<file path="config.mk">
export PLATFORM = sky130hd
export DESIGN_NAME = lpmc_top
export DESIGN_NICKNAME = d
export VERILOG_FILES = /design/src/verilog/lpmc_pkg.sv /design/src/verilog/lpmc_clk_switch.sv /design/src/verilog/lpmc_top.sv
export VERILOG_INCLUDE_DIRS = /design/src /design/src/verilog
export SDC_FILE = /design/constraint.sdc
export NUM_CORES = 1
export LEC_CHECK = 0
export ABC_AREA = 1
export BUFFER_PORTS_ARGS = -buffer_cell sky130_fd_sc_hd__clkbuf_2
export CORE_MARGIN = 4
export CORE_UTILIZATION = 42
export CTS_BUF_LIST = sky130_fd_sc_hd__clkbuf_8
export DETAILED_ROUTE_END_ITERATION = 10
export PLACE_DENSITY = 0.89
export SETUP_SLACK_MARGIN = 0.4
export SYNTH_ARGS = -nofsm -noshare
export SYNTH_HDL_FRONTEND = slang
export SYNTH_SLANG_ARGS = --single-unit
</file>
<file path="constraint.sdc">
create_clock -name mclk -period 1.45 [get_ports mclk]
set_input_delay 0 -clock mclk [delete_from_list [all_inputs] [get_ports mclk]]
set_output_delay 0 -clock mclk [all_outputs]
set_load 0.03 [all_outputs]
</file>
<file path="src/verilog/lpmc_consts.svh">
`ifndef LPMC_CONSTS_SVH
`define LPMC_CONSTS_SVH

// peripheral clock slots
`define LPMC_NPERIPH     16
`define LPMC_PER_SERIAL3 3
`define LPMC_PER_RTC     8
`define LPMC_PER_EVTMR   9
`define LPMC_PER_CMP     10
// slots allowed to run in power-down: serial 3, rtc, event timer, comparator
`define LPMC_PD_KEEP_MASK 16'h0708

// clock source enables
`define LPMC_NOSC        5
`define LPMC_OSC_12M     0
`define LPMC_OSC_32K     1
`define LPMC_OSC_1M      2
`define LPMC_OSC_RTC32K  3
`define LPMC_OSC_EXT     4
// only the two 32 kHz sources may stay on in power-down and deep power-down
`define LPMC_LP_OSC_MASK 5'h0A
`define LPMC_OSC_RESET   5'h1F

`define LPMC_NSERIAL     8
`define LPMC_NSRAM       6

// synchroniser reset value: reset pin idles high, all others low
`define LPMC_SYNC_RESET  9'h100

// glitch-free mux settle count: each gap lasts this value plus one mclk cycles
`define LPMC_MUX_GAP     4'h3

`endif

</file>
<file path="src/verilog/lpmc_pkg.sv">
package lpmc_pkg;

  typedef enum logic [1:0] {
    MODE_SLEEP,
    MODE_DSLEEP,
    MODE_PDOWN,
    MODE_DPD
  } lpmc_mode_t;

  typedef enum logic [2:0] {
    ST_ACTIVE,
    ST_SLEEP,
    ST_DSLEEP,
    ST_PDOWN,
    ST_DPD,
    ST_RESTART
  } lpmc_state_t;

  typedef enum logic [1:0] {
    CS_RUN,
    CS_OFF,
    CS_ON
  } lpmc_cs_t;

endpackage

</file>
<file path="src/verilog/lpmc_clk_switch.sv">
`timescale 1ns/1ps
`include "lpmc_consts.svh"

module lpmc_clk_switch
  import lpmc_pkg::*;
#(
  parameter int NSRC = 4
) (
  // clock and reset
  input  wire logic                    mclk,
  input  wire logic                    rstn,
  // request
  input  wire logic [$clog2(NSRC)-1:0] req_sel,
  input  wire logic [NSRC-1:0]         src_running,
  // mux control
  output logic      [$clog2(NSRC)-1:0] mux_sel,
  output logic                         mux_gate,
  output logic                         mux_busy
);

  lpmc_cs_t                    cs;
  logic [3:0]                  cnt;
  logic [$clog2(NSRC)-1:0]     tgt;

  // select only moves while the output is gated, so no runt pulse
  always_ff @(posedge mclk or negedge rstn) begin
    if (!rstn) begin
      cs       <= CS_RUN;
      cnt      <= 4'h0;
      tgt      <= '0;
      mux_sel  <= '0;
      mux_gate <= 1'b1;
      mux_busy <= 1'b0;
    end else begin
      unique case (cs)
        CS_RUN: begin
          // both clocks must run, else the request waits
          if (req_sel != mux_sel && src_running[mux_sel] && src_running[req_sel]) begin
            cs       <= CS_OFF;
            tgt      <= req_sel;
            mux_gate <= 1'b0;
            mux_busy <= 1'b1;
            cnt      <= `LPMC_MUX_GAP;
          end
        end
        CS_OFF: begin
          if (cnt == 4'h0) begin
            mux_sel <= tgt;
            cs      <= CS_ON;
            cnt     <= `LPMC_MUX_GAP;
          end else begin
            cnt <= cnt - 4'h1;
          end
        end
        CS_ON: begin
          if (cnt == 4'h0) begin
            mux_gate <= 1'b1;
            mux_busy <= 1'b0;
            cs       <= CS_RUN;
          end else begin
            cnt <= cnt - 4'h1;
          end
        end
        default: cs <= CS_RUN;
      endcase
    end
  end
endmodule

</file>
<file path="src/verilog/lpmc_top.sv">
`timescale 1ns/1ps
`include "lpmc_consts.svh"

module lpmc_top
  import lpmc_pkg::*;
#(
  parameter int NPERIPH = `LPMC_NPERIPH,
  parameter int NSERIAL = `LPMC_NSERIAL,
  parameter int NSRAM   = `LPMC_NSRAM,
  parameter int NMUXSRC = 4
) (
  // clock and reset
  input  wire logic                       mclk,
  input  wire logic                       rstn,
  // mode request from the cpu
  input  wire logic                       enter_req,
  input  wire lpmc_mode_t                 mode_sel,
  // software configuration
  input  wire logic [NPERIPH-1:0]         periph_run_cfg,
  input  wire logic [NPERIPH-1:0]         periph_keep_ds,
  input  wire logic [NPERIPH-1:0]         periph_keep_pd,
  input  wire logic [`LPMC_NOSC-1:0]      osc_en_cfg,
  input  wire logic [`LPMC_NOSC-1:0]      osc_en_lp,
  input  wire logic [NSRAM-1:0]           sram_ret_cfg,
  input  wire logic                       evt_timer_en,
  input  wire logic                       bod_reset_en,
  // pins and analog, asynchronous
  input  wire logic                       rst_pin_n,
  input  wire logic [3:0]                 wake_pin,
  input  wire logic [1:0]                 grp_int,
  input  wire logic                       pin_int,
  input  wire logic                       bod_trip,
  // on-chip wake sources and dma request, mclk domain
  input  wire logic                       irq_pending,
  input  wire logic                       ctimer_evt,
  input  wire logic                       utick_evt,
  input  wire logic                       evt_timer_evt,
  input  wire logic                       rtc_alarm,
  input  wire logic                       one_hertz_alarm_flag,
  input  wire logic                       wdt_evt,
  input  wire logic                       usb_irq,
  input  wire logic [NSERIAL-1:0]         serial_irq,
  input  wire logic                       cmp_irq,
  input  wire logic                       plu_irq,
  input  wire logic                       dma_req,
  // clock mux request
  input  wire logic [$clog2(NMUXSRC)-1:0] mux_req_sel,
  input  wire logic [NMUXSRC-1:0]         mux_src_running,
  // clock and power control
  output logic                            cpu_clk_en,
  output logic      [NPERIPH-1:0]         periph_clk_en,
  output logic      [`LPMC_NOSC-1:0]      osc_en,
  output logic                            flash_pd,
  output logic                            dcdc_off,
  output logic                            core_pwr_off,
  output logic                            evt_timer_pwr,
  output logic      [NSRAM-1:0]           sram_retain,
  output logic                            cpu_state_retain,
  output logic                            pin_tristate,
  output logic                            dma_clk_en,
  // events and status
  output lpmc_state_t                     lp_state,
  output logic                            wake_pulse,
  output logic                            sys_reset_req,
  output logic                            rtc_wake_irq,
  output logic                            bod_irq,
  output logic                            bod_reset_req,
  // clock mux
  output logic      [$clog2(NMUXSRC)-1:0] mux_sel,
  output logic                            mux_gate,
  output logic                            mux_busy
);

  localparam logic [NPERIPH-1:0] PD_KEEP = NPERIPH'(`LPMC_PD_KEEP_MASK);

  lpmc_state_t next_state;
  logic [8:0]  sync1;
  logic [8:0]  sync2;
  logic        rst_pin_s;
  logic [3:0]  wake_pin_s;
  logic [1:0]  grp_s;
  logic        pin_s;
  logic        bod_s;
  logic        bod_d;

  // pins and the brownout comparator are not on mclk
  always_ff @(posedge mclk or negedge rstn) begin
    if (!rstn) begin
      sync1 <= `LPMC_SYNC_RESET;
      sync2 <= `LPMC_SYNC_RESET;
    end else begin
      sync1 <= {rst_pin_n, wake_pin, grp_int, pin_int, bod_trip};
      sync2 <= sync1;
    end
  end

  assign rst_pin_s  = sync2[8];
  assign wake_pin_s = sync2[7:4];
  assign grp_s      = sync2[3:2];
  assign pin_s      = sync2[1];
  assign bod_s      = sync2[0];

  // which sources may end a given mode
  function automatic logic wake_hit(input lpmc_state_t s);
    logic rtc;
    rtc = rtc_alarm | one_hertz_alarm_flag;
    wake_hit = 1'b0;
    unique case (s)
      ST_SLEEP:
        wake_hit = !rst_pin_s | irq_pending | pin_s | (|grp_s) | rtc;
      ST_DSLEEP:
        wake_hit = !rst_pin_s | pin_s | (|grp_s) | ctimer_evt | utick_evt
                 | evt_timer_evt | rtc | wdt_evt | bod_s | usb_irq
                 | (|serial_irq) | cmp_irq | plu_irq;
      ST_PDOWN:
        wake_hit = !rst_pin_s | (|grp_s) | evt_timer_evt | rtc
                 | serial_irq[`LPMC_PER_SERIAL3] | cmp_irq;
      ST_DPD:
        wake_hit = !rst_pin_s | (|wake_pin_s) | rtc
                 | (evt_timer_evt & evt_timer_en);
      ST_ACTIVE,
      ST_RESTART:
        wake_hit = 1'b0;
    endcase
  endfunction

  always_comb begin
    next_state = lp_state;
    unique case (lp_state)
      ST_ACTIVE: begin
        if (enter_req) begin
          unique case (mode_sel)
            MODE_SLEEP:  next_state = ST_SLEEP;
            MODE_DSLEEP: next_state = ST_DSLEEP;
            MODE_PDOWN:  next_state = ST_PDOWN;
            MODE_DPD:    next_state = ST_DPD;
          endcase
        end
      end
      ST_SLEEP,
      ST_DSLEEP,
      ST_PDOWN: begin
        // state is retained, so execution simply resumes
        if (wake_hit(lp_state)) begin
          next_state = ST_ACTIVE;
        end
      end
      ST_DPD: begin
        if (wake_hit(lp_state)) begin
          next_state = ST_RESTART;
        end
      end
      ST_RESTART: next_state = ST_ACTIVE;
      // unused state codes fall back to active
      default:    next_state = ST_ACTIVE;
    endcase
  end

  always_ff @(posedge mclk or negedge rstn) begin
    if (!rstn) begin
      lp_state <= ST_ACTIVE;
    end else begin
      lp_state <= next_state;
    end
  end

  // wake and restart events
  always_ff @(posedge mclk or negedge rstn) begin
    if (!rstn) begin
      wake_pulse    <= 1'b0;
      sys_reset_req <= 1'b0;
    end else begin
      wake_pulse    <= wake_hit(lp_state);
      sys_reset_req <= (lp_state == ST_RESTART);
    end
  end

  // clocks: outputs follow the state one cycle later
  always_ff @(posedge mclk or negedge rstn) begin
    if (!rstn) begin
      cpu_clk_en    <= 1'b1;
      periph_clk_en <= '0;
      osc_en        <= `LPMC_OSC_RESET;
      dma_clk_en    <= 1'b0;
    end else begin
      cpu_clk_en <= (lp_state == ST_ACTIVE) || (lp_state == ST_RESTART);
      // dma service in deep-sleep leaves the cpu asleep
      dma_clk_en <= (lp_state == ST_DSLEEP) && dma_req;
      unique case (lp_state)
        ST_ACTIVE,
        ST_RESTART,
        ST_SLEEP: begin
          periph_clk_en <= periph_run_cfg;
          osc_en        <= osc_en_cfg;
        end
        ST_DSLEEP: begin
          periph_clk_en <= periph_keep_ds;
          osc_en        <= osc_en_lp;
        end
        ST_PDOWN: begin
          periph_clk_en <= periph_keep_pd & PD_KEEP;
          osc_en        <= osc_en_lp & `LPMC_LP_OSC_MASK;
        end
        ST_DPD: begin
          periph_clk_en <= '0;
          osc_en        <= osc_en_lp & `LPMC_LP_OSC_MASK;
        end
      endcase
    end
  end

  // power domains, memories and pins
  always_ff @(posedge mclk or negedge rstn) begin
    if (!rstn) begin
      flash_pd         <= 1'b0;
      dcdc_off         <= 1'b0;
      core_pwr_off     <= 1'b0;
      evt_timer_pwr    <= 1'b1;
      sram_retain      <= '0;
      cpu_state_retain <= 1'b0;
      pin_tristate     <= 1'b0;
    end else begin
      flash_pd <= (lp_state == ST_DSLEEP) || (lp_state == ST_PDOWN)
               || (lp_state == ST_DPD);
      dcdc_off <= (lp_state == ST_PDOWN);
      core_pwr_off <= (lp_state == ST_DPD);
      // the event timer keeps power in deep power-down only when enabled
      evt_timer_pwr <= (lp_state != ST_DPD) || evt_timer_en;
      // banks not marked for retention stay fully active
      if (lp_state == ST_ACTIVE || lp_state == ST_SLEEP || lp_state == ST_RESTART) begin
        sram_retain <= '0;
      end else begin
        sram_retain <= sram_ret_cfg;
      end
      cpu_state_retain <= (lp_state == ST_PDOWN);
      pin_tristate     <= (lp_state == ST_DPD);
    end
  end

  // rtc and brownout
  always_ff @(posedge mclk or negedge rstn) begin
    if (!rstn) begin
      rtc_wake_irq  <= 1'b0;
      bod_d         <= 1'b0;
      bod_irq       <= 1'b0;
      bod_reset_req <= 1'b0;
    end else begin
      rtc_wake_irq  <= one_hertz_alarm_flag;
      bod_d         <= bod_s;
      // interrupt is a level while low; reset is one pulse per trip
      bod_irq       <= bod_s && !bod_reset_en;
      bod_reset_req <= bod_s && !bod_d && bod_reset_en;
    end
  end

  lpmc_clk_switch #(
    .NSRC (NMUXSRC)
  ) u_clk_switch (
    .mclk        (mclk),
    .rstn        (rstn),
    .req_sel     (mux_req_sel),
    .src_running (mux_src_running),
    .mux_sel     (mux_sel),
    .mux_gate    (mux_gate),
    .mux_busy    (mux_busy)
  );
endmodule
</file>
==> flow_metrics.env, run 1 <==
export IMPL_layout_commonest_cell="clkbuf_2"
export IMPL_end_kind="register"
export IMPL_globalRouteMet1Util=0.242
export IMPL_clock_skew_ns=0.00867
export IMPL_drt_total_wl_mm=11.0
export IMPL_setup_slack_ns=-0.0262
export IMPL_violations="negative setup slack"
export IMPL_worst_ep_required_time_ns=1.68
export IMPL_port_buffers=139
export IMPL_initial_core_util=0.436
export IMPL_io_pins=152
export IMPL_ys_warn_count=0
export IMPL_multi_input_comb_area_um2=1230
export IMPL_firstDrtPassIters=6
export IMPL_nNetsFinal=669
export IMPL_synth_top_area_cell="dfrtp_1"
export IMPL_finalCoreUtilization=0.798
export IMPL_clk_pin_slew_ns=0.08
export IMPL_grt_use_met2=0.462
export IMPL_drt_iter0_drc=111
export IMPL_viasPerCell=4.94
export IMPL_min_period_ns=1.48
export IMPL_synth_top_area_share=0.521
export IMPL_grt_most_used_layer="met2"
export IMPL_num_vias=3246
export IMPL_status="finished with violations"
export IMPL_drcViolationCount=0
export IMPL_clockBufferDepth=2
export IMPL_async_flop_share=1.00
export IMPL_power_w=0.0109
export IMPL_synth_cell_types=27
export IMPL_yosysSeqAreaShare=0.609
export IMPL_root_buffer="clkbuf_8"
export IMPL_preCtsSetupSlack_ns=-0.161
export IMPL_gp_congestion=0.778
export IMPL_syn_area_um2=2980
export IMPL_synth_fp_nets=415
export IMPL_timing_final_crit_share=1.02
export IMPL_seqCellArea_um2=1820
export IMPL_maxCapViolCount=0
export IMPL_area_growth_pct=83.2
export IMPL_cts_max_level=3
export IMPL_syn_inst=300
export IMPL_fillers=390
export IMPL_setup_worst_path_class="reg2reg"
export IMPL_die_width_um=92.2
export IMPL_synth_avg_cell_area_um2=9.92
export IMPL_dieArea_um2=8500
export IMPL_grt_overflow=0
export IMPL_synth_seq_cells=72
export IMPL_hpwl_mm=5.44
export IMPL_reg2reg_depth=10
export IMPL_r2r_slack_ns=-0.03
export IMPL_antenna_found_initial=1
export IMPL_cts_tree="done"
export IMPL_rsz0062_at_grt="yes"
export IMPL_cts_buffers=9
export IMPL_antenna_left=0
export IMPL_grt_max_degree=45
export IMPL_wire_per_inst_um=16.8
export IMPL_power_density_nw_per_um2=1990
export IMPL_arrival_ns=1.71
export IMPL_core_area_um2=6830
export IMPL_drv_slew=0
export IMPL_ir_drop_mv=0.919
export IMPL_worst_pin_slew_ns=0.409
export IMPL_p_leak_nw=2.81
export IMPL_row_count=30
export IMPL_start_kind="register"
export IMPL_synth_main_ff_cell="dfrtp_1"
export IMPL_fp_dieH_um=92.2
export IMPL_cp_max_fo=4
export IMPL_use_met3=0.0615
export IMPL_clock_sinks=72
export IMPL_insertion_delay_ns=0.35
export IMPL_final_cell_mix="clkbuf_2, dlygate4sd3_1, dfrtp_1"
export IMPL_fmax_mhz=677
export IMPL_finalSetupViolCount=2
export IMPL_grt_pass1_vias=3416
export IMPL_grt_pass1_wl_mm=15.9
export IMPL_synth_edf_count=0
export IMPL_synth_area_top_cells="dfrtp_1, dfstp_2, nand2_1"
export IMPL_hold_path_class="in2reg"
export IMPL_hold_depth=5
export IMPL_grtUsageTotal=0.246
export IMPL_relSlewSlack=0.728
export IMPL_hold_viol_final=0
export IMPL_drive_gt1_frac=0.494
==> flip-flops by register name, indices dropped and copies added (netlist names), 2 cells and up <==
name,flops
lp_state,3
osc_en,5
periph_clk_en,16
sram_retain,6
sync1,9
sync2,9
u_clk_switch.cnt,4
u_clk_switch.cs,2
u_clk_switch.mux_sel,2
u_clk_switch.tgt,2
==> stage by stage <==
stage / TNS [ns] / cells / hold slack (ns) / instance area [µm²]
global placement: -0.172 / 540 / -0.0586 / 3910
CTS: 0 / 645 / 0.0398 / 5190
global route: -0.287 / 656 / 0.0496 / 5450
finish: -0.0368 / 657 / 0.0488 / 5450
detailed placement: -1.42 / 540 / -0.0512 / 3910
floorplan: 0 / 300 / -0.296 / 3060
==> final timing paths <==
| kind | from | to |
|---|---|---|
| setup / recovery | lp_state[2] | lp_state[2] |
| hold / removal | enter_req | lp_state[1] |
| setup reg to reg | lp_state[2] | lp_state[2] |
| hold reg to reg | sync1[3] | sync2[3] |
| max in group asynchronous | rstn | sync2[8] |
| min in group asynchronous | rstn | sys_reset_req |
==> per-layer routing <==
layer	up-vias	part of all wire
li1	1472	-
met1	1552	0.34
met2	170	0.55
met3	52	0.059
met4	0	0.046
met5	-	0
==> Yosys cell counts, types with 3 or more instances <==
library cell and number:
nor2_1 33, o21ai_1 9, a22oi_1 4, a22o_1 15, a21oi_1 8, nor2_2 4
buf_4 3, inv_1 34, dfrtp_1 62, inv_2 5, nand3_1 9, dfstp_2 10
nand4_1 3, ha_1 10, o21ai_0 10, nand2_1 66
==> final cells by class <==
class / count / area share
antenna: 2 / 0.000918
clock buffer: 10 / 0.0252
clock inverter: 6 / 0.0154
inverter: 39 / 0.0282
multi-input combinational: 185 / 0.226
sequential: 72 / 0.334
tap: 96 / 0.0220
timing repair buffer: 247 / 0.348
==> kinds of logic (layout without fill, tap and decap cells) <==
group | after synthesis | after routing | share of synthesized area
XOR/XNOR | 1 | 1 | 0.00294
buffers and inverters | 45 | 302 | 0.0639
AND/OR/NAND/NOR | 122 | 124 | 0.171
AO/OA/AOI/OAI | 49 | 49 | 0.107
multiplexers | 1 | 1 | 0.00378
flip-flops | 72 | 72 | 0.609
adder cells (fa/ha/maj) | 10 | 10 | 0.0420
other | 0 | 2 | 0
==> report_power, final <==
part | total (W) | internal, W | switching [W]
registers | 0.00308 | 0.00270 | 0.000381
logic | 0.00602 | 0.00254 | 0.00348
clock network | 0.00177 | 0.00101 | 0.000768
total | 0.0109 | 0.00624 | 0.00463
==> what timing repair did <==
action,4_1_cts,5_1_grt
pin swaps,12,30
cloned,4,1
endpoints found under the setup margin,55,54
gates resized for setup,58,61
hold buffers,68,0
setup buffers,17,9
endpoints found under the hold margin,112,0
==> worst max-delay path, cell delays in order, from the launching register on <==
cell and delay [ns]:
dfrtp_2 0.44, inv_4 0.07, buf_6 0.13, a21oi_4 0.13, nor2_2 0.06, nand2_1 0.06, nand2_1 0.06, nor2_2 0.12
nand2_2 0.10, nand3b_1 0.11, nand2_1 0.06
No activity file was read; power rests on OpenSTA's default activity.
==> run 2, diff against run 1 <==
Settings changed: CORE_UTILIZATION 42 to 47, PLACE_DENSITY 0.89 to 0.93, REMOVE_ABC_BUFFERS from default to 1, SLEW_MARGIN from default to 25.
Clock period 1.45 ns to 1.4 ns, I/O delays scaled along.
==> run 2 against run 1 <==
Effect of this change: the flow still finishes with violations (negative setup slack); largest power group unchanged; first-iteration DRC count grew 77%; hold slack gained 0.025 ns; critical endpoint is now u_clk_switch.cnt[2]; cell area grew 0.44%; critical path type unchanged; largest cell class unchanged; sequential share of layout area shrank 0.17 points; flip-flop and latch count is the same; setup slack lost 0.19 ns.
==> flow_metrics.env, run 2 (same netlist as run 1, synthesis figures left out) <==
export IMPL_end_kind="register"
export IMPL_hold_viol_final=0
export IMPL_arrival_ns=1.89
export IMPL_grt_pass1_wl_mm=16.7
export IMPL_status="finished with violations"
export IMPL_layout_commonest_cell="clkbuf_2"
export IMPL_power_w=0.0117
export IMPL_row_count=28
export IMPL_clk_pin_slew_ns=0.08
export IMPL_maxCapViolCount=0
export IMPL_finalSetupViolCount=10
export IMPL_port_buffers=139
export IMPL_cts_buffers=9
export IMPL_dieArea_um2=7670
export IMPL_antenna_found_initial=1
export IMPL_path_common_cell="inv_2"
export IMPL_drcViolationCount=0
export IMPL_dp_cells=525
export IMPL_setup_slack_ns=-0.216
export IMPL_drv_slew=0
export IMPL_cts_max_level=3
export IMPL_grt_pass1_vias=3465
export IMPL_relSlewSlack=0.801
export IMPL_io_pins=152
export IMPL_slowest_delay_ns=0.41
export IMPL_clock_skew_ns=0.0108
export IMPL_hpwl_mm=5.70
export IMPL_setup_worst_path_class="reg2reg"
export IMPL_clockBufferDepth=2
export IMPL_min_period_ns=1.62
export IMPL_timing_final_crit_share=1.15
export IMPL_ir_drop_mv=1.60
export IMPL_insertion_delay_ns=0.35
export IMPL_p_leak_nw=2.84
export IMPL_cts_tree="done"
export IMPL_gp_congestion=0.881
export IMPL_power_density_nw_per_um2=2140
export IMPL_wire_per_inst_um=19.7
export IMPL_grt_max_degree=35
export IMPL_fmax_mhz=619
export IMPL_num_vias=3336
export IMPL_root_buffer="clkbuf_8"
export IMPL_drt_total_wl_mm=12.6
export IMPL_violations="negative setup slack"
export IMPL_die_width_um=87.6
export IMPL_final_cell_mix="clkbuf_2, dlygate4sd3_1, dfrtp_1"
export IMPL_top_register="periph_clk_en"
export IMPL_largest_reg_flops=16
export IMPL_initial_core_util=0.494
export IMPL_fin_cells=638
export IMPL_drive_gt1_frac=0.503
export IMPL_clock_sinks=72
export IMPL_fp_dieH_um=87.6
export IMPL_worst_pin_slew_ns=0.297
export IMPL_worst_ep_required_time_ns=1.67
export IMPL_nNetsFinal=671
export IMPL_path_cells="inv_2, ha_4, nand2_4, nor2_4, inv_2, o21bai_1, inv_2, nand2_8, nand2_1, o21ai_1"
export IMPL_start_kind="register"
export IMPL_core_area_um2=6030
export IMPL_reg_top3="periph_clk_en x16, sync1 x9, sync2 x9"
export IMPL_cpMaxStageDelayCell="dfrtp_1"
export IMPL_hold_path_class="in2async"
export IMPL_grtUsageTotal=0.294
export IMPL_firstDrtPassIters=4
export IMPL_cp_max_fo=8
export IMPL_drt_iter0_drc=197
export IMPL_antenna_left=0
export IMPL_area_growth_pct=84.0
export IMPL_grt_overflow=0
export IMPL_rsz0062_at_grt="yes"
export IMPL_viasPerCell=5.23
-- run 2: changes by cell type in the layout (fill, tap and decap cells not counted), sizes merged --
cell / delta
nor2: -2
clkbuf: -1
inv: +2
clkinvlp: -2
buf: +5
-- run 2: timing repair --
action                                 CTS  global route
resized for setup                       81            70
endpoints found under the hold margin  107             0
setup endpoints to repair               57            60
buffers inserted                        11            16
pin swaps                               16            20
hold buffers                            68             0
-- run 2: layout make-up --
cell class                 instances  area (µm²)
multi-input combinational        183        1270
clock buffer                      10         138
clock inverter                     6        76.3
sequential                        72        1820
timing repair buffer             251        1930
inverter                          39         151
antenna                            2        5.00
tap                               75        93.8
fill                             220         548
-- run 2: power by group --
group          total [W]  leakage [nW]  switching [W]  internal, W
Sequential       0.00325         0.865       0.000462      0.00279
Clock            0.00183         0.120       0.000796      0.00103
Combinational    0.00664          1.85        0.00387      0.00277
-- run 2: path summary, 6_finish.rpt --
| check | depth (start not counted) | to | slack [ns] | start |
|---|---|---|---|---|
| max | 10 | u_clk_switch.cnt[2] | -0.22 | u_clk_switch.cnt[1] |
| min | 2 | dma_clk_en | 0.07 | rstn |
| max reg2reg | 10 | u_clk_switch.cnt[2] | -0.22 | u_clk_switch.cnt[1] |
| min reg2reg | 0 | sync2[0] | 0.36 | sync1[0] |
| max in group asynchronous | 3 | osc_en[4] | 0.70 | rstn |
| min in group mclk | 5 | lp_state[2] | 0.08 | enter_req |
-- run 2: stage by stage --
| stage | hold WS [ns] | TNS [ns] | util | area, µm² | setup slack (ns) |
|---|---|---|---|---|---|
| after floorplan | -0.296 | -5.35 | - | 2930 | -0.441 |
| after global placement | -0.107 | 0 | 0.643 | 3880 | 0.00858 |
| after detailed placement | -0.102 | -0.379 | 0.643 | 3880 | -0.0822 |
| after CTS | 0.0701 | 0 | 0.851 | 5130 | 0.0118 |
| after global routing | 0.0815 | -2.00 | 0.909 | 5480 | -0.281 |
| final | 0.0742 | -0.968 | 0.909 | 5480 | -0.216 |
-- run 2: worst max-delay path: cells and delay by family (launching register included) --
family | cells | cell delay (ns)
buffers and inverters | 3 | 0.28
flip-flops | 1 | 0.41
AND/OR/NAND/NOR | 4 | 0.33
adder cells (fa/ha/maj) | 1 | 0.15
AO/OA/AOI/OAI | 2 | 0.35
-- run 2: routing by layer --
layer / routed length (µm) / global-route usage / vias to the layer above / share of wire
li1: - / - / 1474 / -
met1: 4290 / 0.306 / 1609 / 0.34
met2: 6730 / 0.538 / 195 / 0.54
met3: 849 / 0.0640 / 58 / 0.068
met4: 690 / 0.170 / 0 / 0.055
met5: 0 / 0 / - / 0
